--- config.mk ---
export PLATFORM = sky130hd
export DESIGN_NAME = reset_sources
export DESIGN_NICKNAME = d
export VERILOG_FILES = /design/src/logic/rst_seq_pkg.sv /design/src/logic/reset_sources.sv
export SDC_FILE = /design/constraint.sdc
export NUM_CORES = 1
export LEC_CHECK = 0
export BUFFER_PORTS_ARGS = -buffer_cell sky130_fd_sc_hd__buf_2
export CORE_MARGIN = 2
export CORE_UTILIZATION = 25
export DETAILED_ROUTE_END_ITERATION = 8
export SETUP_SLACK_MARGIN = 0.5
export SLEW_MARGIN = 5
export SYNTH_ARGS = -nofsm -noshare
export SYNTH_HDL_FRONTEND = slang
export SYNTH_SLANG_ARGS = --single-unit
--- constraint.sdc ---
create_clock -name CLK_SYS -period 9.4 [get_ports CLK_SYS]
set_clock_uncertainty 0.05 [all_clocks]
set_input_delay 0.47 -clock CLK_SYS [delete_from_list [all_inputs] [get_ports CLK_SYS]]
set_output_delay 0.47 -clock CLK_SYS [all_outputs]
set_load 0.01 [all_outputs]
--- src/logic/rst_seq_pkg.sv ---
// constants and carrier types for the reset sequencer
// assumes one 25 MHz system clock and synchronous inputs
package rst_seq_pkg;
  // ----------------------------------------
  // timing
  // ----------------------------------------
  localparam int CLK_PERIOD_NS = 40;
  localparam int PIN_MIN_PULSE_NS = 2500;
  localparam int PIN_MIN_CYC =
    (PIN_MIN_PULSE_NS + CLK_PERIOD_NS - 1) / CLK_PERIOD_NS;
  localparam int MIN_SUPPLY_DROP_NS = 2000;
  localparam int SUPPLY_MIN_CYC =
    (MIN_SUPPLY_DROP_NS + CLK_PERIOD_NS - 1) / CLK_PERIOD_NS;
  localparam int RELEASE_DELAY_US = 65;
  localparam int RELEASE_CYC =
    RELEASE_DELAY_US * 1000 / CLK_PERIOD_NS;
  // ----------------------------------------
  // watchdog and port bit layout
  // ----------------------------------------
  localparam int WDT_CNT_W = 22;
  localparam logic [WDT_CNT_W-1:0] WDT_BASE_CYC = 22'h000800;
  localparam logic [3:0] WDT_SEL_MAX = 4'h9;
  localparam logic [2:0] WDT_DIV_SLOW = 3'h5;
  localparam logic [3:0] WDT_DIV_SLOW_TOP = 4'ha;
  localparam int PORT_W = 8;
  localparam int OSC_PIN_BIT = 0;
  localparam int RST_PIN_BIT = 1;
  localparam int ACMP_BIT_LO = 1;
  localparam int ACMP_BIT_HI = 2;
  // ----------------------------------------
  // types
  // ----------------------------------------
  typedef enum logic [1:0] {
    PIN_RESET = 2'b00,
    PIN_DEBUG = 2'b01,
    PIN_GPIO = 2'b10
  } pin_mode_e;
  typedef struct packed {
    logic [PORT_W-1:0] dir;
    logic [PORT_W-1:0] data;
    logic [PORT_W-1:0] pull;
  } port_ctl_s;
  typedef struct packed {
    logic [PORT_W-1:0] out;
    logic [PORT_W-1:0] oe_n;
    logic [PORT_W-1:0] pull_en;
  } port_pad_s;
endpackage
--- src/logic/reset_sources.sv ---
// reset source collection, release delay, watchdog time-out
// and reset-time pin control; one clock, synchronous inputs
`timescale 1ns/1ps
module reset_sources import rst_seq_pkg::*; #(
  parameter int REL_CYC = RELEASE_CYC,
  parameter int PIN_CYC = PIN_MIN_CYC,
  parameter int SUP_CYC = SUPPLY_MIN_CYC
) (
  input wire logic CLK_SYS,
  input wire logic RST,
  input wire logic RST_PIN_N,
  input wire logic RST_PIN_DIS_FUSE,
  input wire logic DEBUG_EN_FUSE,
  input wire logic OSC_OUT_FUSE,
  input wire logic SUPPLY_MON_EN,
  input wire logic SUPPLY_LOW,
  input wire logic USB_EN,
  input wire logic USB_RST_CORE_EN,
  input wire logic USB_BUS_RESET,
  input wire logic SLOW_OSC_TICK,
  input wire logic [2:0] WDT_DIV_SEL,
  input wire logic [3:0] WDT_PERIOD_SEL,
  input wire logic WDT_EN,
  input wire logic WDT_RST_MODE,
  input wire logic WDT_KICK,
  input wire logic ACMP_IN_USE,
  input wire port_ctl_s PORT_C_CTL,
  input wire port_ctl_s PORT_D_CTL,
  output logic CORE_RST,
  output logic SUPPLY_FAULT,
  output logic WDT_EARLY_WARN,
  output logic WDT_IRQ,
  output logic WDT_RST_PULSE,
  output pin_mode_e RST_PIN_MODE,
  output logic OSC_AMP_EN,
  output port_pad_s PORT_C_PAD,
  output port_pad_s PORT_D_PAD
);
  // ----------------------------------------
  // pin function select
  // ----------------------------------------
  always_comb begin
    if (DEBUG_EN_FUSE) begin
      RST_PIN_MODE = PIN_DEBUG;
    end else if (RST_PIN_DIS_FUSE) begin
      RST_PIN_MODE = PIN_GPIO;
    end else begin
      RST_PIN_MODE = PIN_RESET;
    end
  end

  assign OSC_AMP_EN = OSC_OUT_FUSE;

  // ----------------------------------------
  // reset pin filter
  // ----------------------------------------
  logic pin_low;
  logic [15:0] pin_cnt_r;
  logic pin_fault;
  assign pin_low = (RST_PIN_MODE == PIN_RESET) && !RST_PIN_N;
  always_ff @(posedge CLK_SYS) begin
    if (RST || !pin_low) begin
      pin_cnt_r <= 16'h0000;
    end else if (pin_cnt_r != 16'(PIN_CYC)) begin
      pin_cnt_r <= pin_cnt_r + 16'h0001;
    end
  end
  assign pin_fault = pin_low && (pin_cnt_r == 16'(PIN_CYC));

  // ----------------------------------------
  // supply drop filter
  // ----------------------------------------
  logic sup_low;
  logic [15:0] sup_cnt_r;
  assign sup_low = SUPPLY_MON_EN && SUPPLY_LOW;
  always_ff @(posedge CLK_SYS) begin
    if (RST || !sup_low) begin
      sup_cnt_r <= 16'h0000;
    end else if (sup_cnt_r != 16'(SUP_CYC)) begin
      sup_cnt_r <= sup_cnt_r + 16'h0001;
    end
  end
  assign SUPPLY_FAULT = sup_low && (sup_cnt_r == 16'(SUP_CYC));

  // ----------------------------------------
  // watchdog count clock
  // ----------------------------------------
  logic [3:0] div_cnt_r;
  logic wdt_tick;
  always_ff @(posedge CLK_SYS) begin
    if (RST || WDT_DIV_SEL != WDT_DIV_SLOW) begin
      div_cnt_r <= 4'h0;
    end else if (SLOW_OSC_TICK) begin
      if (div_cnt_r == WDT_DIV_SLOW_TOP) begin
        div_cnt_r <= 4'h0;
      end else begin
        div_cnt_r <= div_cnt_r + 4'h1;
      end
    end
  end
  assign wdt_tick = SLOW_OSC_TICK &&
    (WDT_DIV_SEL != WDT_DIV_SLOW ||
     div_cnt_r == WDT_DIV_SLOW_TOP);

  // ----------------------------------------
  // watchdog time-out
  // ----------------------------------------
  logic [WDT_CNT_W-1:0] wdt_cnt_r;
  logic [WDT_CNT_W-1:0] wdt_cnt_nxt;
  logic [WDT_CNT_W-1:0] wdt_lim;
  logic wdt_valid;
  logic wdt_expire;
  assign wdt_valid = WDT_EN && (WDT_PERIOD_SEL <= WDT_SEL_MAX);
  assign wdt_lim = WDT_BASE_CYC << WDT_PERIOD_SEL;
  assign wdt_cnt_nxt = wdt_cnt_r + 22'h000001;
  assign wdt_expire = wdt_valid && wdt_tick &&
    (wdt_cnt_nxt == (wdt_lim << 1));
  always_ff @(posedge CLK_SYS) begin
    if (RST || !wdt_valid || WDT_KICK || wdt_expire) begin
      wdt_cnt_r <= '0;
    end else if (wdt_tick) begin
      wdt_cnt_r <= wdt_cnt_nxt;
    end
  end
  always_ff @(posedge CLK_SYS) begin
    if (RST) begin
      WDT_EARLY_WARN <= 1'b0;
    end else begin
      WDT_EARLY_WARN <= wdt_valid && !WDT_KICK && wdt_tick &&
        (wdt_cnt_nxt == wdt_lim);
    end
  end
  always_ff @(posedge CLK_SYS) begin
    if (RST) begin
      WDT_RST_PULSE <= 1'b0;
      WDT_IRQ <= 1'b0;
    end else begin
      WDT_RST_PULSE <= wdt_expire && !WDT_KICK && WDT_RST_MODE;
      WDT_IRQ <= wdt_expire && !WDT_KICK && !WDT_RST_MODE;
    end
  end

  // ----------------------------------------
  // combined reset and release delay
  // ----------------------------------------
  logic usb_rst;
  logic src_any;
  logic [15:0] rel_cnt_r;
  logic rel_busy;
  assign usb_rst = USB_EN && USB_RST_CORE_EN && USB_BUS_RESET;
  assign src_any = RST || pin_fault || SUPPLY_FAULT ||
    WDT_RST_PULSE || usb_rst;
  always_ff @(posedge CLK_SYS) begin
    if (src_any) begin
      rel_cnt_r <= 16'h0000;
    end else if (rel_cnt_r != 16'(REL_CYC)) begin
      rel_cnt_r <= rel_cnt_r + 16'h0001;
    end
  end
  assign rel_busy = rel_cnt_r != 16'(REL_CYC);
  assign CORE_RST = src_any || rel_busy;

  // ----------------------------------------
  // port pads
  // ----------------------------------------
  logic pads_off;
  logic [PORT_W-1:0] c_gpio;
  logic [PORT_W-1:0] d_gpio;
  assign pads_off = CORE_RST || pin_low || sup_low;
  always_comb begin
    c_gpio = '1;
    c_gpio[OSC_PIN_BIT] = !OSC_OUT_FUSE;
    c_gpio[RST_PIN_BIT] = RST_PIN_MODE == PIN_GPIO;
    d_gpio = '1;
    d_gpio[ACMP_BIT_HI:ACMP_BIT_LO] = {2{!ACMP_IN_USE}};
  end
  generate
    for (genvar i = 0; i < PORT_W; i++) begin : g_bit
      logic c_out_r;
      logic d_out_r;
      always_ff @(posedge CLK_SYS) begin
        if (RST) begin
          c_out_r <= 1'b0;
          d_out_r <= 1'b0;
        end else begin
          c_out_r <= PORT_C_CTL.data[i];
          d_out_r <= PORT_D_CTL.data[i];
        end
      end
      assign PORT_C_PAD.out[i] = c_out_r;
      assign PORT_D_PAD.out[i] = d_out_r;
      assign PORT_C_PAD.oe_n[i] =
        pads_off || !c_gpio[i] || !PORT_C_CTL.dir[i];
      assign PORT_D_PAD.oe_n[i] =
        pads_off || !d_gpio[i] || !PORT_D_CTL.dir[i];
      assign PORT_C_PAD.pull_en[i] = !pads_off && c_gpio[i] &&
        !PORT_C_CTL.dir[i] && PORT_C_CTL.pull[i];
      assign PORT_D_PAD.pull_en[i] = !pads_off && d_gpio[i] &&
        !PORT_D_CTL.dir[i] && PORT_D_CTL.pull[i];
    end
  endgenerate
endmodule

==> results of run 1 <==
## per-stage QoR
stage	cells	cell area [µm²]
final	995	6220
after global routing	995	6220
after CTS	995	6220
after detailed placement	979	5900
after global placement	979	5900
after floorplan	627	5270
## kinds of logic (layout without fill, tap and decap cells)
kind of cell,Yosys count,count (layout),synth area share
DFF,93,93,0.353
xor gates and xnor gates,86,86,0.143
adders and majority gates,7,7,0.0166
AOI/OAI and AO/OA,42,42,0.0510
buffers and inverters,60,153,0.0733
and+or+nand+nor,335,335,0.355
muxes,4,4,0.00783
## how the worst max path moves through the flow
stage / cells after the start / end / start / slack (ps)
2_1_floorplan: 10 / wdt_cnt_r[12] / wdt_cnt_r[0] / 6360
3_3_place_gp: 9 / WDT_IRQ / wdt_cnt_r[0] / 5720
3_5_place_dp: 11 / PORT_D_PAD[1] / sup_cnt_r[0] / 5660
4_1_cts: 11 / PORT_D_PAD[1] / sup_cnt_r[0] / 5220
5_1_grt: 11 / PORT_D_PAD[1] / sup_cnt_r[0] / 4950
6_report: 11 / PORT_D_PAD[1] / sup_cnt_r[0] / 5330
## Yosys cell counts, types with 2 or more instances
cell type  number  area (µm²)
o21ai_0        11        55.1
inv_1          10        37.5
clkbuf_8        2        27.5
a2111oi_0       2        17.5
nand2_1        57         214
nor3b_1        15         113
mux2i_1         3        30.0
a31oi_1         2        12.5
nand3_4         3        52.6
or2_2           4        25.0
and3_1          9        56.3
nor4b_1         4        35.0
nor4_1         16         100
o31ai_1         2        15.0
dfxtp_1        93        1860
nor2_1         89         334
xnor2_1        43         377
nand3_1        32         160
buf_6           6        67.6
buf_2           3        15.0
nor4_4          3        63.8
buf_4          20         150
a21oi_1         9        45.0
or3_1           9        56.3
nand3b_1        3        22.5
nand2b_1        5        31.3
nor4bb_1        3        30.0
a211o_1         2        17.5
a211oi_1        4        30.0
nor2b_1        20         125
o21ai_1         2        10.0
clkbuf_1       16        60.1
nand4_1        21         131
or4_1           2        15.0
nor3_2          6        60.1
xor2_1         43         377
ha_1            7        87.6
nor3_1         21         105
## state kept, by name, indices dropped and copies added, names as in the netlist
register,count
WDT_IRQ,1
WDT_EARLY_WARN,1
WDT_RST_PULSE,1
g_bit.c_out_r,8
g_bit.d_out_r,8
pin_cnt_r,16
sup_cnt_r,16
rel_cnt_r,16
wdt_cnt_r,22
div_cnt_r,4
## power groups by stage
stage	logic (mW)	clock network (mW)	registers, mW
after floorplan	0.0318	0	0.410
after global placement	0.0513	0	0.411
after CTS	0.0518	0.400	0.402
after detailed placement	0.0517	0	0.411
final	0.0509	0.385	0.402
after global routing	0.0567	0.413	0.403
## layer usage
| layer | vias up | track usage | routed length, µm |
|---|---|---|---|
| met5 | - | 0 | 0 |
| met4 | 0 | 0.0410 | 187 |
| met3 | 14 | 0.0251 | 657 |
| met2 | 116 | 0.188 | 5640 |
| met1 | 2046 | 0.118 | 5280 |
| li1 | 2318 | - | - |
## cells in the final DEF (no fill, tap or decap), drive strengths merged, types with 2 or more instances in the layout
| master | synthesis | final |
|---|---|---|
| buf | 29 | 127 |
| dfxtp | 93 | 93 |
| nor2 | 89 | 89 |
| nand2 | 57 | 57 |
| xnor2 | 43 | 43 |
| xor2 | 43 | 43 |
| nand3 | 35 | 35 |
| nor3 | 27 | 27 |
| nand4 | 23 | 23 |
| nor2b | 20 | 20 |
| nor4 | 19 | 19 |
| nor3b | 16 | 16 |
| inv | 10 | 15 |
| o21ai | 13 | 13 |
| and3 | 10 | 10 |
| or3 | 9 | 9 |
| a21oi | 9 | 9 |
| clkbuf | 19 | 9 |
| ha | 7 | 7 |
| nand2b | 5 | 5 |
| or2 | 5 | 5 |
| nor4b | 4 | 4 |
| a211oi | 4 | 4 |
| nor4bb | 3 | 3 |
| nand3b | 3 | 3 |
| mux2i | 3 | 3 |
| or4 | 3 | 3 |
| a211o | 2 | 2 |
| a31oi | 2 | 2 |
| a2111oi | 2 | 2 |
| o31ai | 2 | 2 |
| and4 | 2 | 2 |
## layout make-up
type | count | area (µm²) | area share
Inverter | 10 | 37.5 | 0.00604
Clock buffer | 9 | 225 | 0.0362
Multi-Input combinational cell | 474 | 3020 | 0.486
Sequential cell | 93 | 1860 | 0.300
Clock inverter | 7 | 86.3 | 0.0139
Tap cell | 275 | 344 | 0.0554
Timing Repair Buffer | 127 | 638 | 0.103
==> key figures, run 1 <==
Synth
  • Mapped Area: 0.00527 mm²
  • Number of flops mapped to enable cells by yosys: 0
  • Post-synthesis register bit count: 93
  • Mapped Cells: 627
  • Most used DFF post-synth: dfxtp_1
  • Syn Nets: 705
  • Seq/Total Area, Yosys: 0.353
  • Async SR Flop Fraction: 0
  • Syn avg cell area: 8.41 µm²
  • Cell variety after synth: 63
  • Synth Warn #: 0

Hold path
  • Hold EP: g_bit[1].c_out_r
  • Hold Crit Depth: 2
  • Hold_sp: PORT_C_CTL[9]
  • Worst min path class: input port to register

Critical path
  • CP Launch Type: register
  • Max incr delay on CP: 670 ps
  • CP arrival: between 3000 and 4000 ps
  • Crit Path Max Fanout: 18
  • Register-to-register setup slack: 5630 ps
  • Critical path capture point type: primary output
  • Crit path cell chain: inv_1, ha_1, nor3b_1, nand4_1, nor2_1, nor4_1, o21ai_1, buf_4, nand4bb_1, nor4b_1, buf_2
  • Reg2Reg Depth: 9
  • Critical path type: register to primary output
  • Buffers and inverters on the worst path: 3
  • Worst path required time: 8880 ps
  • Reg2reg start: wdt_cnt_r[0]
  • Slowest stage cell, crit path: nand4bb_1
  • Top delay family on crit path: simple AND/OR/NAND/NOR gates
  • Worst reg2reg path endpoint: WDT_RST_PULSE

Clock tree
  • Worst-path clk slew: 70 ps
  • Longest Clk Path Bufs: 2
  • Total CTS buffers: 9
  • Postcts setup bufs: 0
  • Hold buffer count at cts: 0
  • H-tree depth: 3
  • Clock latency on the worst-skew pair: 360 ps
  • CTS root buffer: clkbuf_16
  • Post-CTS sizing: 0
  • Clk sinks: just over 90
  • CTS tree: built

Pwr
  • Internal power: between 0.6 and 0.7 mW
  • Part of the power in registers: 0.480
  • Clk network pwr share: 0.460
  • Leakage: 2.20 nW
  • Pwr Density: 135 mW/mm²
  • Sw Ratio: 0.241
  • Combinational Power Share: 0.061
  • Peak VDD IR: around 0.063 mV
  • Psw: approximately 0.20 mW
  • Tot Pwr: around 0.84 mW

Global routing
  • Maximum number of pins on one net before global-route repair: 24
  • All-layer global routing usage: 0.104
  • Total grt overflow: 0
  • Initial antenna violation count: 0
  • Vias in the first global route: approximately 4000
  • First-pass GRT wire length: 18.6 mm

Route
  • Vias per cell: 4.52
  • DRT Wirelength: 11.8 mm
  • Initial DRT Pass Iterations: 4
  • Vias: about 4500
  • Detailed-route wire length per cell: 11.8 µm
  • First DRT Iteration DRCs: 215
  • DR DRC count: 0
  • Post-route ant nets: 0

Floorplan
  • Row count: 53
  • Die X: 149 µm
  • Die footprint: 0.0223 mm²
  • Die height: 149 µm
  • IO Pins: 127
  • Core Box Area: approximately 0.021 mm²
  • Initial Util: 0.252

Timing
  • Worst-Margin Slew: 1100 ps
  • Post-route setup slack: 5330 ps
  • Final min period: 4070 ps
  • Slew headroom: 0.262
  • Setup tns final: 0 ps
  • Fin. max-slew vios: 0
  • Period utilization: 0.433
  • Setup Viol. Count Final: 0
  • Final Hold Viols: 0
  • Max Fclk: 246 MHz
  • RSZ-0062 raised after global routing: false
  • Fin Hold WS: around 270 ps

Placed design
  • Post-DP HPWL: 8.78 mm
  • I/O Buffers: 126
  • Gpl congestion: around 0.8
  • Placement Setup Slack: 5660 ps

Job
  • Max Cap Violations: 0

Outcome
  • Status: finished, final reports clean

Final layout
  • FILL cells: 2208
  • Share of post-route cells with drive strength above 1: 0.236
  • Nets: slightly below 800
  • Number of diodes: 0
  • Final Util: 0.298
  • P&R area growth vs syn: 17.9%
No activity file was read; power rests on OpenSTA's default activity.
==> inputs of run 2 (changes only) <==
Settings changed: ABC_AREA set to 1.
Clock period 9.4 ns to 3.4 ns, I/O delays scaled along.
==> run 2 against run 1 <==
Hold slack got worse by 230 ps. Global-route usage increased by 0.90 points. Register-to-register slack got worse by 4700 ps. Final cell count rose by 26%. Highest routed layer unchanged. Critical path type unchanged. Sequential power rose to 2.8 times the previous value.
==> key figures, run 2 <==
Synth
  • Share of the synthesized area in the top cell type: 0.350 (-0.00307)
  • Cell variety after synth: 35 (-44%)
  • Synth Warn #: 0 (unchanged)
  • Count leader, synth: nand2_1
  • Synth area leader: dfxtp_1
  • Mapped Cells: 841 (+34%)
  • Syn avg cell area: 6.32 µm² (-25%)
  • Async SR Flop Fraction: 0 (unchanged)
  • Post-synthesis register bit count: 93 (unchanged)
  • Most used DFF post-synth: dfxtp_1
  • Syn Nets: 919 (+30%)
  • Seq/Total Area, Yosys: 0.350 (-0.00307)
  • Top cells by area, synth: dfxtp_1 35%, nand2_1 13%, nor2_1 11%
  • Synth cell count leaders: 178 x nand2_1, 151 x nor2_1, 145 x inv_1, 93 x dfxtp_1, 52 x nand3_1
  • Number of flops mapped to enable cells by yosys: 0 (unchanged)
  • Mapped Area: 0.00532 mm² (+0.88%)

Critical path
  • Reg2Reg Depth: 14 (+5)
  • CP arrival: 2500 ps (-1050 ps)
  • Reg2reg start: wdt_cnt_r[0]
  • Crit Path Max Fanout: 16 (-2)
  • Critical Path Sink: PORT_D_PAD[12]
  • Critical path capture point type: primary output
  • Critical path type: register to primary output
  • Register-to-register setup slack: 950 ps (-4680 ps)
  • Worst reg2reg path endpoint: wdt_cnt_r[12]
  • Worst path required time: 3180 ps (-5700 ps)
  • Crit path from: pin_cnt_r[0]
  • CP Launch Type: register

Route
  • Vias per cell: 4.25 (-5.9%)
  • DRT Wirelength: 13.1 mm (+11%)
  • Initial DRT Pass Iterations: 4 (unchanged)
  • Detailed-route wire length per cell: 10.5 µm (-12%)
  • Vias: 5321 (+18%)
  • Post-route ant nets: 0 (unchanged)
  • DR DRC count: 0 (unchanged)
  • First DRT Iteration DRCs: 207 (-3.7%)

Final layout
  • Max reg flops: 22 (unchanged)
  • FILL cells: 2286 (+3.5%)
  • Design Area, Final: 0.00662 mm² (+6.4%)
  • Area of the multi-input gates: 0.00273 mm² (-9.6%)
  • Commonest non-fill, non-tap cell in the layout: nand2_1
  • Most frequent cells in the layout: 177 x nand2_1, 149 x nor2_1, 144 x inv_1
  • P&R area growth vs syn: 24.4%
  • Reg with most FFs: wdt_cnt_r
  • Share of post-route cells with drive strength above 1: 0.172 (-0.0642)
  • Sequential Area: 0.00186 mm² (unchanged)
  • Number of diodes: 0 (unchanged)
  • Nets: 1050 (+32%)

Clock tree
  • Clock latency on the worst-skew pair: 340 ps (-20 ps)
  • Clk sinks: 93 (unchanged)
  • H-tree depth: 3 (unchanged)
  • Longest Clk Path Bufs: 2 (unchanged)
  • Worst-path clk slew: 60 ps (about the same)
  • Total CTS buffers: 9 (unchanged)
  • CTS tree: built
  • CTS root buffer: clkbuf_16

Global routing
  • GR Util met3: 0.0207 (-0.00434)
  • Total grt overflow: 0 (unchanged)
  • Maximum number of pins on one net before global-route repair: 27 (+13%)
  • Most Used Layer, Global Route: met2
  • Initial antenna violation count: 0 (unchanged)
  • GR Util met1: 0.124 (+0.00624)
  • First-pass GRT wire length: 20.6 mm (+11%)
  • All-layer global routing usage: 0.113 (+0.00902)
  • Met2 usage: 0.215 (+0.0268)
  • Vias in the first global route: 4606 (+15%)

Floorplan
  • Die X: 150 µm (+0.43%)
  • Die height: 150 µm (+0.43%)
  • Initial Util: 0.254 (+0.00141)
  • Core Box Area: 0.0210 mm² (+0.32%)
  • Row count: 53 (unchanged)
  • Die footprint: 0.0225 mm² (+0.86%)
  • IO Pins: 127 (unchanged)

Pwr
  • Clk network pwr share: 0.426 (-0.034)
  • Pwr Density: 340 mW/mm² (+150%)
  • Part of the power in registers: 0.494 (+0.014)
  • Sw Ratio: 0.235 (-0.00624)
  • Peak VDD IR: 0.203 mV (+220%)
  • Leakage: 2.83 nW (+28%)
  • Combinational Power Share: 0.080 (+0.019)
  • Internal power: 1.72 mW (+170%)
  • Psw: 0.528 mW (+160%)

Placed design
  • Gpl congestion: 0.845 (+3.8%)
  • Post-DP HPWL: 10.1 mm (+15%)
  • I/O Buffers: 126 (unchanged)
  • Placed inst area: 0.00613 mm² (+3.8%)

Outcome
  • Status: finished, final reports clean

Timing
  • Fin. max-slew vios: 0 (unchanged)
  • Slew headroom: 0.648 (+0.386)
  • Period utilization: 0.801
  • Max Fclk: 367 MHz
  • Final Hold Viols: 0 (unchanged)
  • Fin Hold WS: 39.3 ps (-228 ps)
  • Setup Viol. Count Final: 0 (unchanged)
  • RSZ-0062 raised after global routing: false
  • Worst-Margin Slew: 524 ps (-580 ps)
  • Setup tns final: 0 ps (unchanged)
  • Final min period: 2720 ps

Hold path
  • Worst min path class: input port to register

Job
  • Max Cap Violations: 0 (unchanged)
==> run 2: changes by cell type after synthesis, moves of 28 or more <==
cell     before  now
a21oi_1       9   48
nor2_1       89  151
nand2_1      57  178
xnor2_1      43    2
xor2_1       43   15
inv_1        10  145
==> run 2: layer usage <==
metal / share of wire / wire length, µm
met2: 0.50 / 6550
met3: 0.050 / 656
met4: 0.014 / 188
met1: 0.44 / 5700
met5: 0 / 0
==> run 2: worst max-delay path: stages (launching register included) <==
cell        delay (ps)
dfxtp_1            390
ha_1               210
nand3_1            100
nor2_2             160
nand3_2            170
o21ai_0            200
buf_4              170
nor2_2              50
nand3_1            100
buf_6              200
clkinvlp_4         200
nand2_1             90
buf_2              120
==> run 2: power groups by stage <==
stage	Clock [mW]	Sequential [mW]	Combinational, mW
after global routing	1.03	1.11	0.202
after CTS	0.997	1.11	0.179
final	0.958	1.11	0.179
after global placement	0	1.13	0.163
after detailed placement	0	1.13	0.164
after floorplan	0	1.13	0.0987
==> run 2: worst min-delay path by stage <==
stage                       endpoint  slack (ps)  depth (start not counted)            from
floorplan           g_bit[0].c_out_r         230                          2   PORT_C_CTL[8]
global placement    g_bit[3].d_out_r         320                          3  PORT_D_CTL[11]
detailed placement  g_bit[5].d_out_r         330                          3  PORT_D_CTL[13]
CTS                     div_cnt_r[0]          40                          3   SLOW_OSC_TICK
global route            div_cnt_r[0]          60                          3   SLOW_OSC_TICK
finish              g_bit[4].c_out_r          40                          3  PORT_C_CTL[12]
==> run 2: stage by stage <==
| stage | utilization | setup WS [ps] | power, mW | std cells |
|---|---|---|---|---|
| global route | 0.316 | 472 | 2.35 | 1252 |
| floorplan | - | 1340 | 1.23 | 841 |
| detailed placement | 0.293 | 803 | 1.30 | 1218 |
| global placement | 0.293 | 895 | 1.30 | 1218 |
| CTS | 0.314 | 506 | 2.29 | 1250 |
| finish | 0.316 | 678 | 2.25 | 1252 |
==> run 2: cells by family (layout without fill, tap and decap cells) <==
family | count (synthesis) | in the layout | synth area share
AND/OR/NAND/NOR | 448 | 448 | 0.358
flip-flops | 93 | 93 | 0.350
AO/OA/AOI/OAI | 99 | 99 | 0.102
adder cells (fa/ha/maj) | 7 | 7 | 0.0165
buffers and inverters | 176 | 312 | 0.140
XOR/XNOR | 18 | 18 | 0.0322
==> run 2: layout make-up <==
cell class              count  area share
clock buffers              13      0.0393
repair buffers            147       0.125
multi-input cells         572       0.413
repair inverters            1     0.00113
flip-flops and latches     93       0.281
inverters                 148      0.0845
well taps                 275      0.0520
clock inverters             3     0.00303
==> run 2: timing repair <==
item | CTS | global route
buffers inserted | 0 | 2
endpoints found under the hold margin | 15 | 0
setup endpoints to repair | 12 | 26
gates resized for setup | 3 | 6
hold buffers | 15 | 0
cloned | 1 | 0
==> inputs of run 3 (changes only) <==
Settings changed: ABC_AREA 1 to 0.
Clock period 3.4 ns to 2.28 ns, I/O delays scaled along.
==> run 3 against run 2 <==
Critical path type is now register to register. The run now ends with negative setup slack left. Largest power group is now the clock network. Die area down 0.85%. Highest routed layer is now met5. Via count up 0.73%. Combinational power up 93%. Utilization up 11 points.
==> key figures, run 3 (synthesis results as in run 1) <==
Floorplan
  • Core Box Area: 0.0209 mm² (-0.32%)
  • Die X: 149 µm (-0.43%)
  • Die footprint: 0.0223 mm² (-0.85%)
  • Initial Util: 0.252 (-0.00141)
  • Die height: 149 µm (-0.43%)
  • Row count: 53 (unchanged)
  • IO Pins: 127 (unchanged)

Timing
  • Setup Viol. Count Final: 48 (+48)
  • Fin Hold WS: 68.3 ps (+29.0 ps)
  • RSZ-0062 raised after global routing: true
  • Post-route setup slack: -557 ps (-1240 ps)
  • Final Hold Viols: 0 (unchanged)
  • Period utilization: 1.24
  • Slew headroom: 0.708 (+0.0601)
  • Max Fclk: 352 MHz
  • Setup tns final: -19050 ps (-19050 ps)
  • Final min period: 2840 ps
  • Worst-Margin Slew: 436 ps (-87.8 ps)
  • Fin. max-slew vios: 0 (unchanged)

Critical path
  • Critical path type: register to register
  • CP arrival: 3080 ps (+580 ps)
  • Worst path required time: 2520 ps (-660 ps)
  • CP Launch Type: register
  • Crit Path Max Fanout: 6 (-10)
  • Critical path capture point type: register
  • Register-to-register setup slack: -560 ps (-1510 ps)

Clock tree
  • H-tree depth: 3 (unchanged)
  • Total CTS buffers: 9 (unchanged)
  • Longest Clk Path Bufs: 2 (unchanged)
  • Clock latency on the worst-skew pair: 350 ps (about the same)
  • CTS tree: built
  • Worst-path clk slew: 70 ps (about the same)
  • CTS root buffer: clkbuf_16
  • Clk sinks: 93 (unchanged)

Route
  • DRT Wirelength: 15.7 mm (+20%)
  • Initial DRT Pass Iterations: 4 (unchanged)
  • First DRT Iteration DRCs: 210 (+1.4%)
  • Detailed-route wire length per cell: 13.4 µm (+28%)
  • Post-route ant nets: 0 (unchanged)
  • Vias per cell: 4.59 (+7.9%)
  • DR DRC count: 0 (unchanged)
  • Vias: 5360 (+0.73%)

Outcome
  • Failing checks: negative setup slack
  • Status: finished with violations

Final layout
  • Design Area, Final: 0.00883 mm² (+33%)
  • P&R area growth vs syn: 67.5%
  • Most frequent cells in the layout: 128 x buf_4, 110 x buf_2, 72 x dfxtp_1
  • Share of post-route cells with drive strength above 1: 0.500 (+0.328)
  • Commonest non-fill, non-tap cell in the layout: buf_4
  • Nets: 967 (-7.9%)
  • Max reg flops: 22 (unchanged)
  • Sequential Area: 0.00190 mm² (+2.2%)
  • Non-Filler Instances: 1169 (-6.6%)
  • FILL cells: 1978 (-13%)
  • Reg with most FFs: wdt_cnt_r
  • Number of diodes: 0 (unchanged)
  • Area of the multi-input gates: 0.00389 mm² (+42%)
  • Final Util: 0.423 (+0.107)

Hold path
  • Worst min path class: input port to register

Placed design
  • Placed inst area: 0.00732 mm² (+19%)
  • Post-DP HPWL: 10.9 mm (+8.0%)
  • Placed cells: 1102 (-9.5%)
  • Placement Setup Slack: -638 ps (-1440 ps)
  • Gpl congestion: 0.827 (-2.2%)
  • I/O Buffers: 126 (unchanged)

Global routing
  • Total grt overflow: 0 (unchanged)
  • Vias in the first global route: 5218 (+13%)
  • Initial antenna violation count: 1 (+1)
  • First-pass GRT wire length: 24.7 mm (+20%)
  • Maximum number of pins on one net before global-route repair: 23 (-15%)
  • All-layer global routing usage: 0.137 (+0.0241)

Pwr
  • Leakage: 3.62 nW (+28%)
  • Pwr Density: 425 mW/mm² (+25%)
  • Peak VDD IR: 0.373 mV (+84%)
  • Tot Pwr: 3.76 mW (+67%)

Job
  • Max Cap Violations: 0 (unchanged)
run 3: cell count changes in the layout (fill, tap and decap cells not counted), moves of 27 or more:
cell and change:
a21oi_1 -42, buf_4 +123, buf_6 +34, inv_1 -136, nand2_1 -135, nor2_1 -78, xnor2_1 +36, xor2_1 +27
run 3: timing repair:
item / CTS / global route
endpoints found under the hold margin: 16 / 1
cloned: 3 / 0
buffers inserted: 23 / 8
hold buffers: 16 / 1
resized for setup: 101 / 49
pin swaps: 45 / 18
endpoints found under the setup margin: 68 / 75
run 3: area by class of cell:
| class | count | area share |
|---|---|---|
| clock buffers | 9 | 0.0255 |
| clock inverters | 7 | 0.0143 |
| inverters | 10 | 0.00425 |
| multi-input cells | 474 | 0.440 |
| flip-flops and latches | 93 | 0.216 |
| well taps | 275 | 0.0390 |
| repair buffers | 301 | 0.261 |
run 3: power by group:
part           switching (mW)  total (mW)  leakage, nW  internal (mW)
Combinational           0.170       0.346         2.69          0.175
Sequential             0.0101        1.65        0.767           1.64
Clock                   0.674        1.76        0.169           1.09
Total                   0.854        3.76         3.62           2.90
run 3: worst max-delay path: stages (launching register included):
cell and delay (ps):
dfxtp_4 380, nand4_1 170, or3_4 380, buf_6 130, nor2_4 130, xnor2_2 140
nand3_1 100, or4_4 560, nor4_4 320, buf_4 180, buf_12 110, and3_4 160
run 3: worst paths after layout:
kind,start,endpoint,cells past startpoint
worst min register to register,pin_cnt_r[10],pin_cnt_r[10],2
worst max register to register,wdt_cnt_r[0],WDT_RST_PULSE,11
worst min-delay path,WDT_KICK,WDT_RST_PULSE,3
worst max-delay path,wdt_cnt_r[0],WDT_RST_PULSE,11
run 3: layer usage:
layer,vias up,share of wire,GRT usage
li1,2662,-,-
met1,2534,0.40,0.151
met2,140,0.53,0.257
met3,22,0.052,0.0355
met4,2,0.014,0.0419
met5,-,0.00083,0
